<file path="src/core/eds_map.vh">
// Purpose : constants for the evaporator defrost sequencer
// Assumes : included by core/eds_sequencer.v only
// Notes   : times in minutes, register offsets are word addresses
`ifndef EDS_MAP_VH
`define EDS_MAP_VH

// register offsets
`define EDS_REG_CTRL      4'h0
`define EDS_REG_PUMP_MIN  4'h1
`define EDS_REG_EQU_MIN   4'h2
`define EDS_REG_DRIP_MIN  4'h3
`define EDS_REG_MAN_MIN   4'h4
`define EDS_REG_FAN_CFG   4'h5
`define EDS_REG_FAN_SET   4'h6
`define EDS_REG_FAIL_MIN  4'h7
`define EDS_REG_STATUS    4'h8

// ctrl fields
`define EDS_CTRL_PUMP_EN  0
`define EDS_CTRL_EQU_EN   1
`define EDS_CTRL_FAN_CTL  2
`define EDS_CTRL_FAN_DLY  3
`define EDS_CTRL_FAN_TIME 4
`define EDS_CTRL_FAN_DEF  5

// fan sensor combination modes
`define EDS_FAN_ALL       2'h0
`define EDS_FAN_ANY       2'h1
`define EDS_FAN_AVG       2'h2
`define EDS_FAN_ONE       2'h3

// reset values
`define EDS_RST_CTRL      8'h0c
`define EDS_RST_PUMP_MIN  8'h0f
`define EDS_RST_EQU_MIN   8'h05
`define EDS_RST_DRIP_MIN  8'h02
`define EDS_RST_MAN_MIN   8'h2d
`define EDS_RST_FAN_CFG   8'h01
`define EDS_RST_FAN_SET   8'h00
`define EDS_RST_FAIL_MIN  8'h05

// limits
`define EDS_PUMP_MAX      8'h78
`define EDS_EQU_MAX       8'h3c

`endif

</file>
<file path="src/core/eds_sequencer.v">
// Purpose : sequences one refrigeration circuit through defrost
// Assumes : tick_min_i is a one-cycle pulse once a minute, clk domain
// Notes   : sensors are signed 8-bit readings, same clock domain
//
// Overview of operation
// - manual request: pump-out if enabled, else manual
// - schedule: pump-out if enabled, else defrost
// - pump-out: suction open, other relays off
// - pump-out expiry with termination goes dripdown
// - pump-out expiry else defrost or manual
// - override in pump-out goes to dripdown
// - defrost states: only defrost relay on
// - defrost ends on term, schedule drop, override
// - manual ends on term, timer, override
// - after defrost equalize if enabled, else dripdown
// - equalize: equalize relay only, timer to dripdown
// - dripdown all off, expiry to cut-in/out
// - refrigeration: pump-out on, suction by temperature
// - shutdown all off, clears to cut-out
// - termination never shortens pump-out
// - equalize runs full length unless shutdown cuts it
// - manual defrost keeps enabled equalize
// - fan on in pump-out, configured after
// - fan sensors all/any/average/one, default any
// - selection applies only under fan conditions
// - fan restart uses defrost sensors only
// - failsafe timer restarts fan, default five
// - pump-out 0 to 120 minutes, default 15
// - equalize 0 to 60 minutes, default 5
// - timers obey shutdown and schedule inhibits
`timescale 1ns/1ps
`include "eds_map.vh"

module eds_sequencer #(
  parameter NSENS = 4                       // defrost sensor count
) (
  input  wire              clk_i,           // 250 mhz
  input  wire              rst_b_i,         // async, active low
  input  wire [3:0]        reg_addr_i,      // register word index
  input  wire [7:0]        reg_wdata_i,     // write data
  input  wire              reg_wr_i,        // write strobe
  input  wire              reg_rd_i,        // read strobe
  output reg  [7:0]        reg_rdata_o,     // read data, next cycle
  input  wire              tick_min_i,      // one-minute tick
  input  wire              sched_i,         // schedule active (pin)
  input  wire              man_req_i,       // manual defrost request
  input  wire              man_ovr_i,       // manual override / off
  input  wire              term_i,          // termination met (pin)
  input  wire              shutdown_i,      // shutdown input (pin)
  input  wire              inhibit_i,       // start blocked by program
  input  wire              cut_in_i,        // circuit temp calls cool
  input  wire              multi_case_i,    // more than one case sensor
  input  wire [8*NSENS-1:0] dfr_temp_i,     // defrost sensor readings
  output reg               suction_o,       // suction solenoid
  output reg  [7:0]        suction_pressure_regulator_valve_o, // 0..100
  output reg               pump_relay_o,    // pump-out relay
  output reg               defrost_relay_o, // defrost relay
  output reg               equ_relay_o,     // equalize relay
  output reg               fan_o            // evaporator fan
);

  // ************************************************************
  // states
  // ************************************************************
  localparam ST_CUTOUT = 8'h01;
  localparam ST_CUTIN  = 8'h02;
  localparam ST_PUMP   = 8'h04;
  localparam ST_DEF    = 8'h08;
  localparam ST_MAN    = 8'h10;
  localparam ST_EQU    = 8'h20;
  localparam ST_DRIP   = 8'h40;
  localparam ST_SHUT   = 8'h80;
  localparam [7:0] VALVE_OPEN = 8'h64;      // 100 percent

  // ************************************************************
  // input synchronisers (pins from outside)
  // ************************************************************
  reg  [5:0] sync_a;                        // first stage only
  reg  [5:0] sync_b;                        // usable stage
  always @(posedge clk_i or negedge rst_b_i) begin
    if (!rst_b_i) begin
      sync_a <= 6'h00;
      sync_b <= 6'h00;
    end else begin
      sync_a <= {sched_i, man_req_i, man_ovr_i, term_i, shutdown_i,
                 inhibit_i};
      sync_b <= sync_a;
    end
  end
  wire s_sched = sync_b[5];
  wire s_man   = sync_b[4];
  wire s_ovr   = sync_b[3];
  wire s_term  = sync_b[2];
  wire s_shut  = sync_b[1];
  wire s_inh   = sync_b[0];

  // edge detect on requests, so one press starts one cycle
  reg  s_sched_d;                           // previous schedule
  reg  s_man_d;                             // previous manual req
  reg  s_ovr_d;                             // previous override
  wire sched_rise = s_sched & ~s_sched_d;
  wire man_rise   = s_man & ~s_man_d;
  wire ovr_rise   = s_ovr & ~s_ovr_d;

  // ************************************************************
  // registers
  // ************************************************************
  reg  [7:0] ctrl;                          // enables and fan setup
  reg  [7:0] pump_min;                      // pump-out minutes
  reg  [7:0] equ_min;                       // equalize minutes
  reg  [7:0] drip_min;                      // dripdown minutes
  reg  [7:0] man_min;                       // manual defrost minutes
  reg  [7:0] fan_cfg;                       // combo mode, sensor idx
  reg  [7:0] fan_set;                       // fan start setpoint
  reg  [7:0] fail_min;                      // fan failsafe minutes
  reg  [7:0] state;                         // one-hot state
  reg  [7:0] next_state;
  reg  [7:0] tmr;                           // phase minute counter
  reg        trig_man;                      // cycle started manually

  // clamp written pump-out and equalize durations to their documented ranges
  wire [7:0] pump_w = (reg_wdata_i > `EDS_PUMP_MAX) ?
                      `EDS_PUMP_MAX : reg_wdata_i;
  wire [7:0] equ_w  = (reg_wdata_i > `EDS_EQU_MAX) ?
                      `EDS_EQU_MAX : reg_wdata_i;

  // register writes
  always @(posedge clk_i or negedge rst_b_i) begin
    if (!rst_b_i) begin
      ctrl     <= `EDS_RST_CTRL;
      pump_min <= `EDS_RST_PUMP_MIN;
      equ_min  <= `EDS_RST_EQU_MIN;
      drip_min <= `EDS_RST_DRIP_MIN;
      man_min  <= `EDS_RST_MAN_MIN;
      fan_cfg  <= `EDS_RST_FAN_CFG;
      fan_set  <= `EDS_RST_FAN_SET;
      fail_min <= `EDS_RST_FAIL_MIN;
    end else if (reg_wr_i) begin
      case (reg_addr_i)
        `EDS_REG_CTRL:     ctrl     <= reg_wdata_i;
        `EDS_REG_PUMP_MIN: pump_min <= pump_w;
        `EDS_REG_EQU_MIN:  equ_min  <= equ_w;
        `EDS_REG_DRIP_MIN: drip_min <= reg_wdata_i;
        `EDS_REG_MAN_MIN:  man_min  <= reg_wdata_i;
        `EDS_REG_FAN_CFG:  fan_cfg  <= reg_wdata_i;
        `EDS_REG_FAN_SET:  fan_set  <= reg_wdata_i;
        `EDS_REG_FAIL_MIN: fail_min <= reg_wdata_i;
        default: ;                          // unmapped: ignored
      endcase
    end
  end

  // register reads, data one cycle after strobe, zero otherwise
  always @(posedge clk_i or negedge rst_b_i) begin
    if (!rst_b_i) begin
      reg_rdata_o <= 8'h00;
    end else if (reg_rd_i) begin
      case (reg_addr_i)
        `EDS_REG_CTRL:     reg_rdata_o <= ctrl;
        `EDS_REG_PUMP_MIN: reg_rdata_o <= pump_min;
        `EDS_REG_EQU_MIN:  reg_rdata_o <= equ_min;
        `EDS_REG_DRIP_MIN: reg_rdata_o <= drip_min;
        `EDS_REG_MAN_MIN:  reg_rdata_o <= man_min;
        `EDS_REG_FAN_CFG:  reg_rdata_o <= fan_cfg;
        `EDS_REG_FAN_SET:  reg_rdata_o <= fan_set;
        `EDS_REG_FAIL_MIN: reg_rdata_o <= fail_min;
        `EDS_REG_STATUS:   reg_rdata_o <= state;
        default:           reg_rdata_o <= 8'h00;
      endcase
    end else begin
      reg_rdata_o <= 8'h00;
    end
  end

  // ************************************************************
  // phase timer and next state
  // ************************************************************
  wire pump_en = ctrl[`EDS_CTRL_PUMP_EN];
  wire equ_en  = ctrl[`EDS_CTRL_EQU_EN];
  wire tmr_end = (tmr == 8'h00);            // phase time used up
  // a new cycle may not start under shutdown or a program inhibit
  wire start_ok = ~s_shut & ~s_inh;
  wire after_def = equ_en ? 1'b1 : 1'b0;    // equalize follows?

  always @* begin
    next_state = state;
    case (state)
      ST_CUTOUT, ST_CUTIN: begin
        if (man_rise && start_ok)
          next_state = pump_en ? ST_PUMP : ST_MAN;
        else if (sched_rise && start_ok)
          next_state = pump_en ? ST_PUMP : ST_DEF;
        else
          next_state = cut_in_i ? ST_CUTIN : ST_CUTOUT;
      end
      ST_PUMP: begin
        // termination is only looked at on expiry
        if (ovr_rise)
          next_state = ST_DRIP;
        else if (tmr_end && s_term)
          next_state = ST_DRIP;
        else if (tmr_end)
          next_state = trig_man ? ST_MAN : ST_DEF;
      end
      ST_DEF: begin
        if (s_term || !s_sched || ovr_rise)
          next_state = after_def ? ST_EQU : ST_DRIP;
      end
      ST_MAN: begin
        if (s_term || tmr_end || ovr_rise)
          next_state = after_def ? ST_EQU : ST_DRIP;
      end
      ST_EQU: begin
        if (tmr_end)
          next_state = ST_DRIP;
      end
      ST_DRIP: begin
        if (tmr_end)
          next_state = cut_in_i ? ST_CUTIN : ST_CUTOUT;
      end
      ST_SHUT: begin
        if (!s_shut)
          next_state = ST_CUTOUT;
      end
      default: next_state = ST_CUTOUT;
    endcase
    if (s_shut)
      next_state = ST_SHUT;
  end

  // state, trigger memory and timer reload on each entry
  always @(posedge clk_i or negedge rst_b_i) begin
    if (!rst_b_i) begin
      state     <= ST_CUTOUT;
      tmr       <= 8'h00;
      trig_man  <= 1'b0;
      s_sched_d <= 1'b0;
      s_man_d   <= 1'b0;
      s_ovr_d   <= 1'b0;
    end else begin
      s_sched_d <= s_sched;
      s_man_d   <= s_man;
      s_ovr_d   <= s_ovr;
      state     <= next_state;
      if (next_state != state) begin
        // entry: load the new phase length, stopping the old timer
        case (next_state)
          ST_PUMP: tmr <= pump_min;
          ST_MAN:  tmr <= man_min;
          ST_EQU:  tmr <= equ_min;
          ST_DRIP: tmr <= drip_min;
          default: tmr <= 8'h00;
        endcase
        if ((state & (ST_CUTIN | ST_CUTOUT)) != 8'h00)
          trig_man <= man_rise;
      end else if (tick_min_i && !tmr_end) begin
        tmr <= tmr - 8'h01;
      end
    end
  end

  // ************************************************************
  // outputs per state
  // ************************************************************
  always @(posedge clk_i or negedge rst_b_i) begin
    if (!rst_b_i) begin
      suction_o       <= 1'b0;
      suction_pressure_regulator_valve_o <= 8'h00;
      pump_relay_o    <= 1'b0;
      defrost_relay_o <= 1'b0;
      equ_relay_o     <= 1'b0;
    end else begin
      suction_o       <= 1'b0;
      suction_pressure_regulator_valve_o <= 8'h00;
      pump_relay_o    <= 1'b0;
      defrost_relay_o <= 1'b0;
      equ_relay_o     <= 1'b0;
      case (next_state)
        ST_PUMP: begin
          suction_o <= 1'b1;
          suction_pressure_regulator_valve_o <= VALVE_OPEN;
        end
        ST_DEF, ST_MAN: defrost_relay_o <= 1'b1;
        ST_EQU: equ_relay_o <= 1'b1;
        ST_CUTIN: begin
          pump_relay_o <= 1'b1;
          suction_o    <= 1'b1;
          suction_pressure_regulator_valve_o <= VALVE_OPEN;
        end
        ST_CUTOUT: pump_relay_o <= 1'b1;
        default: ;                          // drip, shut: all off
      endcase
    end
  end

  // ************************************************************
  // fan restart on defrost sensors
  // ************************************************************
  // only defrost sensors feed this, case sensors never do
  reg  signed [11:0] sum;
  reg                all_w;
  reg                any_w;
  reg  signed [7:0]  one_w;
  integer            k;
  always @* begin
    sum   = 12'sh000;
    all_w = 1'b1;
    any_w = 1'b0;
    one_w = 8'sh00;
    for (k = 0; k < NSENS; k = k + 1) begin
      sum = sum + {{4{dfr_temp_i[8*k+7]}}, dfr_temp_i[8*k +: 8]};
      if ($signed(dfr_temp_i[8*k +: 8]) < $signed(fan_set))
        any_w = 1'b1;
      else
        all_w = 1'b0;
      if (fan_cfg[7:2] == k[5:0])
        one_w = dfr_temp_i[8*k +: 8];
    end
  end
  wire signed [11:0] avg_x = sum / $signed(NSENS[11:0]);
  wire avg_w = avg_x < $signed({{4{fan_set[7]}}, fan_set});
  wire one_ok = one_w < $signed(fan_set);
  // mode applies only under the full fan delay setup
  wire sel_on = ctrl[`EDS_CTRL_FAN_CTL] & ctrl[`EDS_CTRL_FAN_DLY] &
                ~ctrl[`EDS_CTRL_FAN_TIME] & multi_case_i;
  reg  temp_ok;
  always @* begin
    if (!sel_on) begin
      temp_ok = any_w;
    end else begin
      case (fan_cfg[1:0])
        `EDS_FAN_ALL: temp_ok = all_w;
        `EDS_FAN_ANY: temp_ok = any_w;
        `EDS_FAN_AVG: temp_ok = avg_w;
        `EDS_FAN_ONE: temp_ok = one_ok;
        default:      temp_ok = any_w;
      endcase
    end
  end

  // fan held off after defrost until temperature or failsafe
  reg        fan_wait;                      // waiting to restart
  reg  [7:0] fail_tmr;                      // failsafe minutes left
  wire in_def = (next_state & (ST_DEF | ST_MAN | ST_EQU | ST_DRIP)) != 8'h00;
  always @(posedge clk_i or negedge rst_b_i) begin
    if (!rst_b_i) begin
      fan_wait <= 1'b0;
      fail_tmr <= 8'h00;
      fan_o    <= 1'b0;
    end else begin
      if (in_def) begin
        fan_wait <= ctrl[`EDS_CTRL_FAN_DLY];
        fail_tmr <= fail_min;
      end else if (fan_wait && (temp_ok || fail_tmr == 8'h00)) begin
        fan_wait <= 1'b0;
      end else if (fan_wait && tick_min_i) begin
        fail_tmr <= fail_tmr - 8'h01;
      end
      if (next_state == ST_PUMP)
        fan_o <= 1'b1;
      else if (in_def)
        fan_o <= ctrl[`EDS_CTRL_FAN_DEF];
      else if (next_state == ST_SHUT)
        fan_o <= 1'b0;
      else
        fan_o <= ~fan_wait | temp_ok;
    end
  end

endmodule

</file>
<file path="config.mk">
export PLATFORM = sky130hd
export DESIGN_NAME = eds_sequencer
export DESIGN_NICKNAME = d
export VERILOG_FILES = /design/src/core/eds_sequencer.v
export VERILOG_INCLUDE_DIRS = /design/src /design/src/core
export SDC_FILE = /design/constraint.sdc
export NUM_CORES = 1
export LEC_CHECK = 0
export BUFFER_PORTS_ARGS = -buffer_cell sky130_fd_sc_hd__buf_2
export CAP_MARGIN = 20
export CORE_UTILIZATION = 25
export DETAILED_ROUTE_END_ITERATION = 16
export PLACE_DENSITY = 0.37
export SLEW_MARGIN = 5
export SYNTH_ARGS = -nofsm -noshare
export SYNTH_HDL_FRONTEND = slang
export SYNTH_SLANG_ARGS = --single-unit
</file>
<file path="constraint.sdc">
create_clock -name clk_i -period 6.55 [get_ports clk_i]
set_clock_uncertainty 0.1 [all_clocks]
set_input_delay 0.655 -clock clk_i [delete_from_list [all_inputs] [get_ports clk_i]]
set_output_delay 0.655 -clock clk_i [all_outputs]
set_load 0.02 [all_outputs]
</file>
== Word level (Yosys, flattened, before mapping) ==
Cells that the tools add are included.
Storage, ports and cells
  register bits after elaboration: 126
  bits in latches: 0
  memory bits (writable): 0
  bits in read-only memories: 0
  input bits: 57
  output and inout port bits: 21
  memories: 0
Cells by class
  $add $sub $neg: 6
  $mul: 0
  div/mod/pow operators: 0
  $lt $le $gt $ge: 8
  equal/unequal tests: 31
  shifts and indexed selects: 0
  muxes and demuxes: 50
  bitwise logic cells: 16
  reductions and logical operators: 38
Operator list (count)
  $mux 8: 20
  $pmux 8 s9: 1
  $pmux 8 s6: 1
  $lt 8x8->1: 5
  $pmux 8 s4: 1
  $reduce_and 2->1: 10
  $mux 1: 18
  $eq 4x3->1 const B: 4
  $eq 8x1->1 const B: 2
  $eq 8x2->1 const B: 2
  $eq 8x3->1 const B: 2
  $eq 8x4->1 const B: 2
  $eq 8x5->1 const B: 2
  $eq 8x6->1 const B: 2
  $eq 8x7->1 const B: 2
  $logic_not 8->1: 2
  $reduce_bool 8->1: 2
  $sub 8x1->8 const B: 2
  $mux 5: 3
  $mux 7: 2
  $add 12x1->12: 1
  $eq 6x2->1 const B: 2
  $lt 12x8->1: 1
  $add 10x8->11: 1
  other kinds (27): 59

== Logic depth before layout (Yosys ltp) ==
  depth in word-level cells: 13
  mapped depth: 30
  mapped depth without buffers: 30

== Worst setup path after synthesis ==
Ideal clock, no wire load.
  path type: input port to flip-flop
  start: in dfr_temp_i[2]
  end: reg fail_tmr[7]
  setup time: 0.131 ns
  arrival time: 5.853 ns
  required time: 6.319 ns
  setup slack: 0.466 ns
  stages on the path: 29
  cells stage by stage: inv_1 fa_1 fa_1 inv_1 ha_1 a21o_1 a21oi_1 nand2b_1 a21boi_0 or4_1 o311a_1 nand2_1 a31oi_1 nor2_1 ha_1 ha_1 and2_1 and4_1 nand3_1 xor2_1 ha_1 a22o_1 nor4_1 o21ai_0 a21oi_1 a21oi_1 and3_1 a31oi_1 o211ai_1
Between the ends
  cells in the longest elaborated chain, start to end: 12
  elaborated cells between the ends (all ways): 25
Ends and longest elaborated chain
  start, declared: line eds_sequencer.v:53  | input wire [8*NSENS-1:0] dfr_temp_i,
  $add 8x8->9: line eds_sequencer.v:311  | sum = sum + {{4{dfr_temp_i[8*k+7]}}, dfr_temp_i[8*k +: 8]};
  $add 9x8->10: line eds_sequencer.v:311
  $add 10x8->11: line eds_sequencer.v:311
  $and 1x1->1 (no source line)
  $add 12x1->12 (no source line)
  $lt 12x8->1: line eds_sequencer.v:321  | wire avg_w = avg_x < $signed({{4{fan_set[7]}}, fan_set});
  $pmux 1 s4: line eds_sequencer.v:331  | case (fan_cfg[1:0])
  $mux 1 (*): line eds_sequencer.v:328  | if (!sel_on) begin
  $logic_or 1x1->1 (*): line eds_sequencer.v:354  | end else if (fan_wait && (temp_ok || fail_tmr == 8'h00)) begin
  $logic_and 1x1->1 (*): line eds_sequencer.v:354
  $ne 2x2->1 (no source line) (*)
  $reduce_and 2->1 (no source line) (*)
  end signal, assigned: line eds_sequencer.v:353  | fail_tmr <= fail_min;
  end signal, assigned: line eds_sequencer.v:357  | fail_tmr <= fail_tmr - 8'h01;
  end, declared: line eds_sequencer.v:343  | reg [7:0] fail_tmr;
Every way passes the cells marked *; elsewhere a longest branch is shown, timed or not.
A chain may end at the register's enable or synchronous reset.

== Worst setup path in the final report ==
Same ends and word-level chain as after synthesis.

==> impl_metrics.toml <==
[cells_and_area]
final_common_cell = "dfrtp_1"
fillCellCount = 3409
seqCellArea_mm2 = 0.00297
drive_above_1_share = 0.238
flow.area_growth_from_synthesis_pct = 16.4
nets = 1017
utilization = 0.298
multi_input_area_mm2 = 0.00477
final_cell_mix = "dfrtp_1, buf_2, nand2_1"
antennaDiodeCount = 0

[worst_setup_path]
cp_data_arrival_time_ns = 6.21
cp_data_required_time_ns = 6.72
cp-start-kind = "primary input"
end_kind = "flip-flop"
cp_slowest_cell = "fa_1"
crit-reg2reg-launch = "state[3]$_DFF_PN0_"
rr_worst_depth = 9
reg2reg_slack_ns = 2.02
crit_fanout = 7
crit_top_cell = "ha_1"
rr_endpoint = "trig_man$_DFFE_PN0P_"
max_stage_delay_ns = 0.57
worstSetupPathType = "primary input to flip-flop"

[clock_tree]
cts_tree = "yes"
clockBufferDepth = 2
root_buffer = "clkbuf_16"
htreeDepth = 4
cts_sinks = 118
cts_buffers = 17
ctsResizeCount = 0
ctsHoldBuffers = 0
cts_setup_buffers = 0
path_clk_slew_ns = 0.06
insertion_delay_ns = 0.42

[floorplan]
rows = 65
initial_core_util = 0.256
die_area_mm2 = 0.0334
ios = 78
die_w_um = 183
coreArea_mm2 = 0.0319
fp.dieH_um = 183

[routing]
vias = 6384
drt-pass1-iter-count = 5
route.detailed.drc = 0
drtIter0Drc = 378
ant_nets = 0
vias_per_cell = 4.80
wl_um = 25700
wl_per_cell_um = 19.4

[synthesis]
synth_simple_gate_area_share = 0.157
yosysTopAreaCell = "dfrtp_1"
synth_flop_cell = "dfrtp_1"
syn-cell-area_mm2 = 0.00817
synth-seq-cells = 118
synth_top_family_by_area = "simple AND/OR/NAND/NOR gates"
ys_seq_area_frac = 0.364
async_reset_ff_frac = 1.00
ys_top_cells_by_area = "dfrtp_1, ha_1, mux2_2"
synth_cell_type_count = 77
synth_cells = 816
synth_adder_area_share = 0.137
synth_top_cell_area_share = 0.309
muxShareOfSynthArea = 0.121
synth_compound_gate_area_share = 0.136
syn_avg_cell_area_um2 = 10.0
ys_warn_count = 0
synth_xor_area_frac = 0.0300
synth_edf_count = 0

[pwr]
power_switching_w = 0.000974
swShare = 0.349
clockPowerShare = 0.313
power.density_mw_per_mm2 = 294
p_comb_frac = 0.335
vdd_drop_max_mv = 0.0996
p_seq_frac = 0.352
p_int_w = 0.00182
leakagePower_nw = 4.21

[outcome]
status = "finished clean"

[sta]
setup_viol = 0
tightest_slew_ns = 1.05
final.min_clock_period_ns = 6.04
setup_tns_ns = 0
grt_setup_unrepaired = "false"
fin_worst_hold_slack_ns = 0.242
finalCritPeriodShare = 0.922
fmax_mhz = 166
hold_violations = 0
slew_viol_final = 0
slew_headroom = 0.296

[global_route]
grt_overflow = 0
grt_start_max_net_pins = 71
grt_pass1_vias = 6602
grt_pass1_wl_um = 40200
track_usage = 0.161
antenna_found_initial = 1

[placed_design]
place_congestion = 0.781
io_buffers = 72
hpwlAfterDp_um = 19700

[worst_hold_path]
min_path_type = "primary input to flip-flop"
hp-start = "shutdown_i"
hold_end = "sync_a[1]$_DFF_PN0_"
whs_path_depth = 1

[flow_run]
maxCapViolCount = 0
==> synth_stat cells, drive strengths merged (3+ instances only) <==
library cell	instances
a41oi	4
nor4	11
or3b	4
nor3	12
o311a	5
a21o	4
nor4b	4
clkbuf	24
or2	4
nor3b	3
a22o	4
nand4	7
mux2i	19
nand2b	16
and2	13
mux2	49
fa	17
xor2	15
a22oi	6
nand3	24
mux4	11
nor2	50
nor2b	7
a21oi	41
o21a	7
inv	60
a221oi	3
ha	62
dfstp	17
a222oi	8
and3	7
a31oi	5
nand2	70
o211ai	6
a211oi	8
buf	19
or4	4
o22ai	6
a21boi	3
dfrtp	101
xnor2	13
o21ai	32
==> worst max-delay path, delay by kind of cell <==
| kind | cells | cell delay [ns] |
|---|---|---|
| buf+inv | 3 | 0.20 |
| xor+xnor | 1 | 0.18 |
| compound gates | 11 | 1.67 |
| simple gates | 9 | 1.61 |
| fa+ha+maj | 6 | 1.90 |
==> sequential cells by signal (all words and copies together), names as in the netlist, 6 cells and up <==
signal,cells
ctrl,8
drip_min,8
equ_min,8
fail_min,8
fail_tmr,8
fan_cfg,8
fan_set,8
man_min,8
pump_min,8
reg_rdata_o,8
state,8
tmr,8
sync_a,6
sync_b,6
==> stage by stage <==
| step | instances | area [um2] | power (W) | worst slack, ns |
|---|---|---|---|---|
| 2_1_floorplan | 820 | 8190 | 0.00162 | 0.466 |
| 3_3_place_gp | 1296 | 8960 | 0.00195 | 0.0662 |
| 3_5_place_dp | 1296 | 8960 | 0.00194 | -0.0498 |
| 4_1_cts | 1328 | 9510 | 0.00283 | 0.432 |
| 5_1_grt | 1329 | 9520 | 0.00300 | 0.129 |
| 6_report | 1329 | 9520 | 0.00279 | 0.512 |
==> kinds of logic (layout without fill, tap and decap cells) <==
family	after synthesis	after routing
compound gates	161	161
xor+xnor	28	28
fa+ha+maj	79	79
buf+inv	103	177
flops	118	118
mux	79	79
other cells	1	5
simple gates	247	247
==> power by group through the flow <==
stage,sequential [W],clock (W),combinational [W]
CTS,0.000984,0.000900,0.000950
global placement,0.000996,0,0.000950
floorplan,0.000927,0,0.000690
finish,0.000984,0.000875,0.000936
detailed placement,0.000995,0,0.000942
global route,0.00100,0.000930,0.00106
==> worst max path at each step <==
stage	start	to	slack, ns	depth (start not counted)
2_1_floorplan	dfr_temp_i[2]	fail_tmr[7]$_DFFE_PN0P_	0.47	29
3_3_place_gp	dfr_temp_i[2]	fail_tmr[7]$_DFFE_PN0P_	0.07	30
3_5_place_dp	dfr_temp_i[10]	fail_tmr[1]$_DFFE_PN0P_	-0.05	29
4_1_cts	dfr_temp_i[2]	fail_tmr[7]$_DFFE_PN0P_	0.43	30
5_1_grt	dfr_temp_i[2]	fail_tmr[1]$_DFFE_PN0P_	0.13	29
6_report	dfr_temp_i[2]	fail_tmr[7]$_DFFE_PN0P_	0.51	30
==> routing by layer <==
layer	track usage	up-vias	part of all wire
met3	0.0282	23	0.032
met2	0.249	123	0.45
met4	0.0477	0	0.014
li1	-	3062	-
met5	0	-	0
met1	0.229	3176	0.50
==> cell type report <==
type | count | share of cell area
inverter | 60 | 0.0237
timing repair buffer | 85 | 0.0481
tap | 435 | 0.0572
clock inverter | 9 | 0.00828
multi-input combinational | 599 | 0.501
sequential | 118 | 0.313
clock buffer | 23 | 0.0492
(Power assumes the default switching activity.)
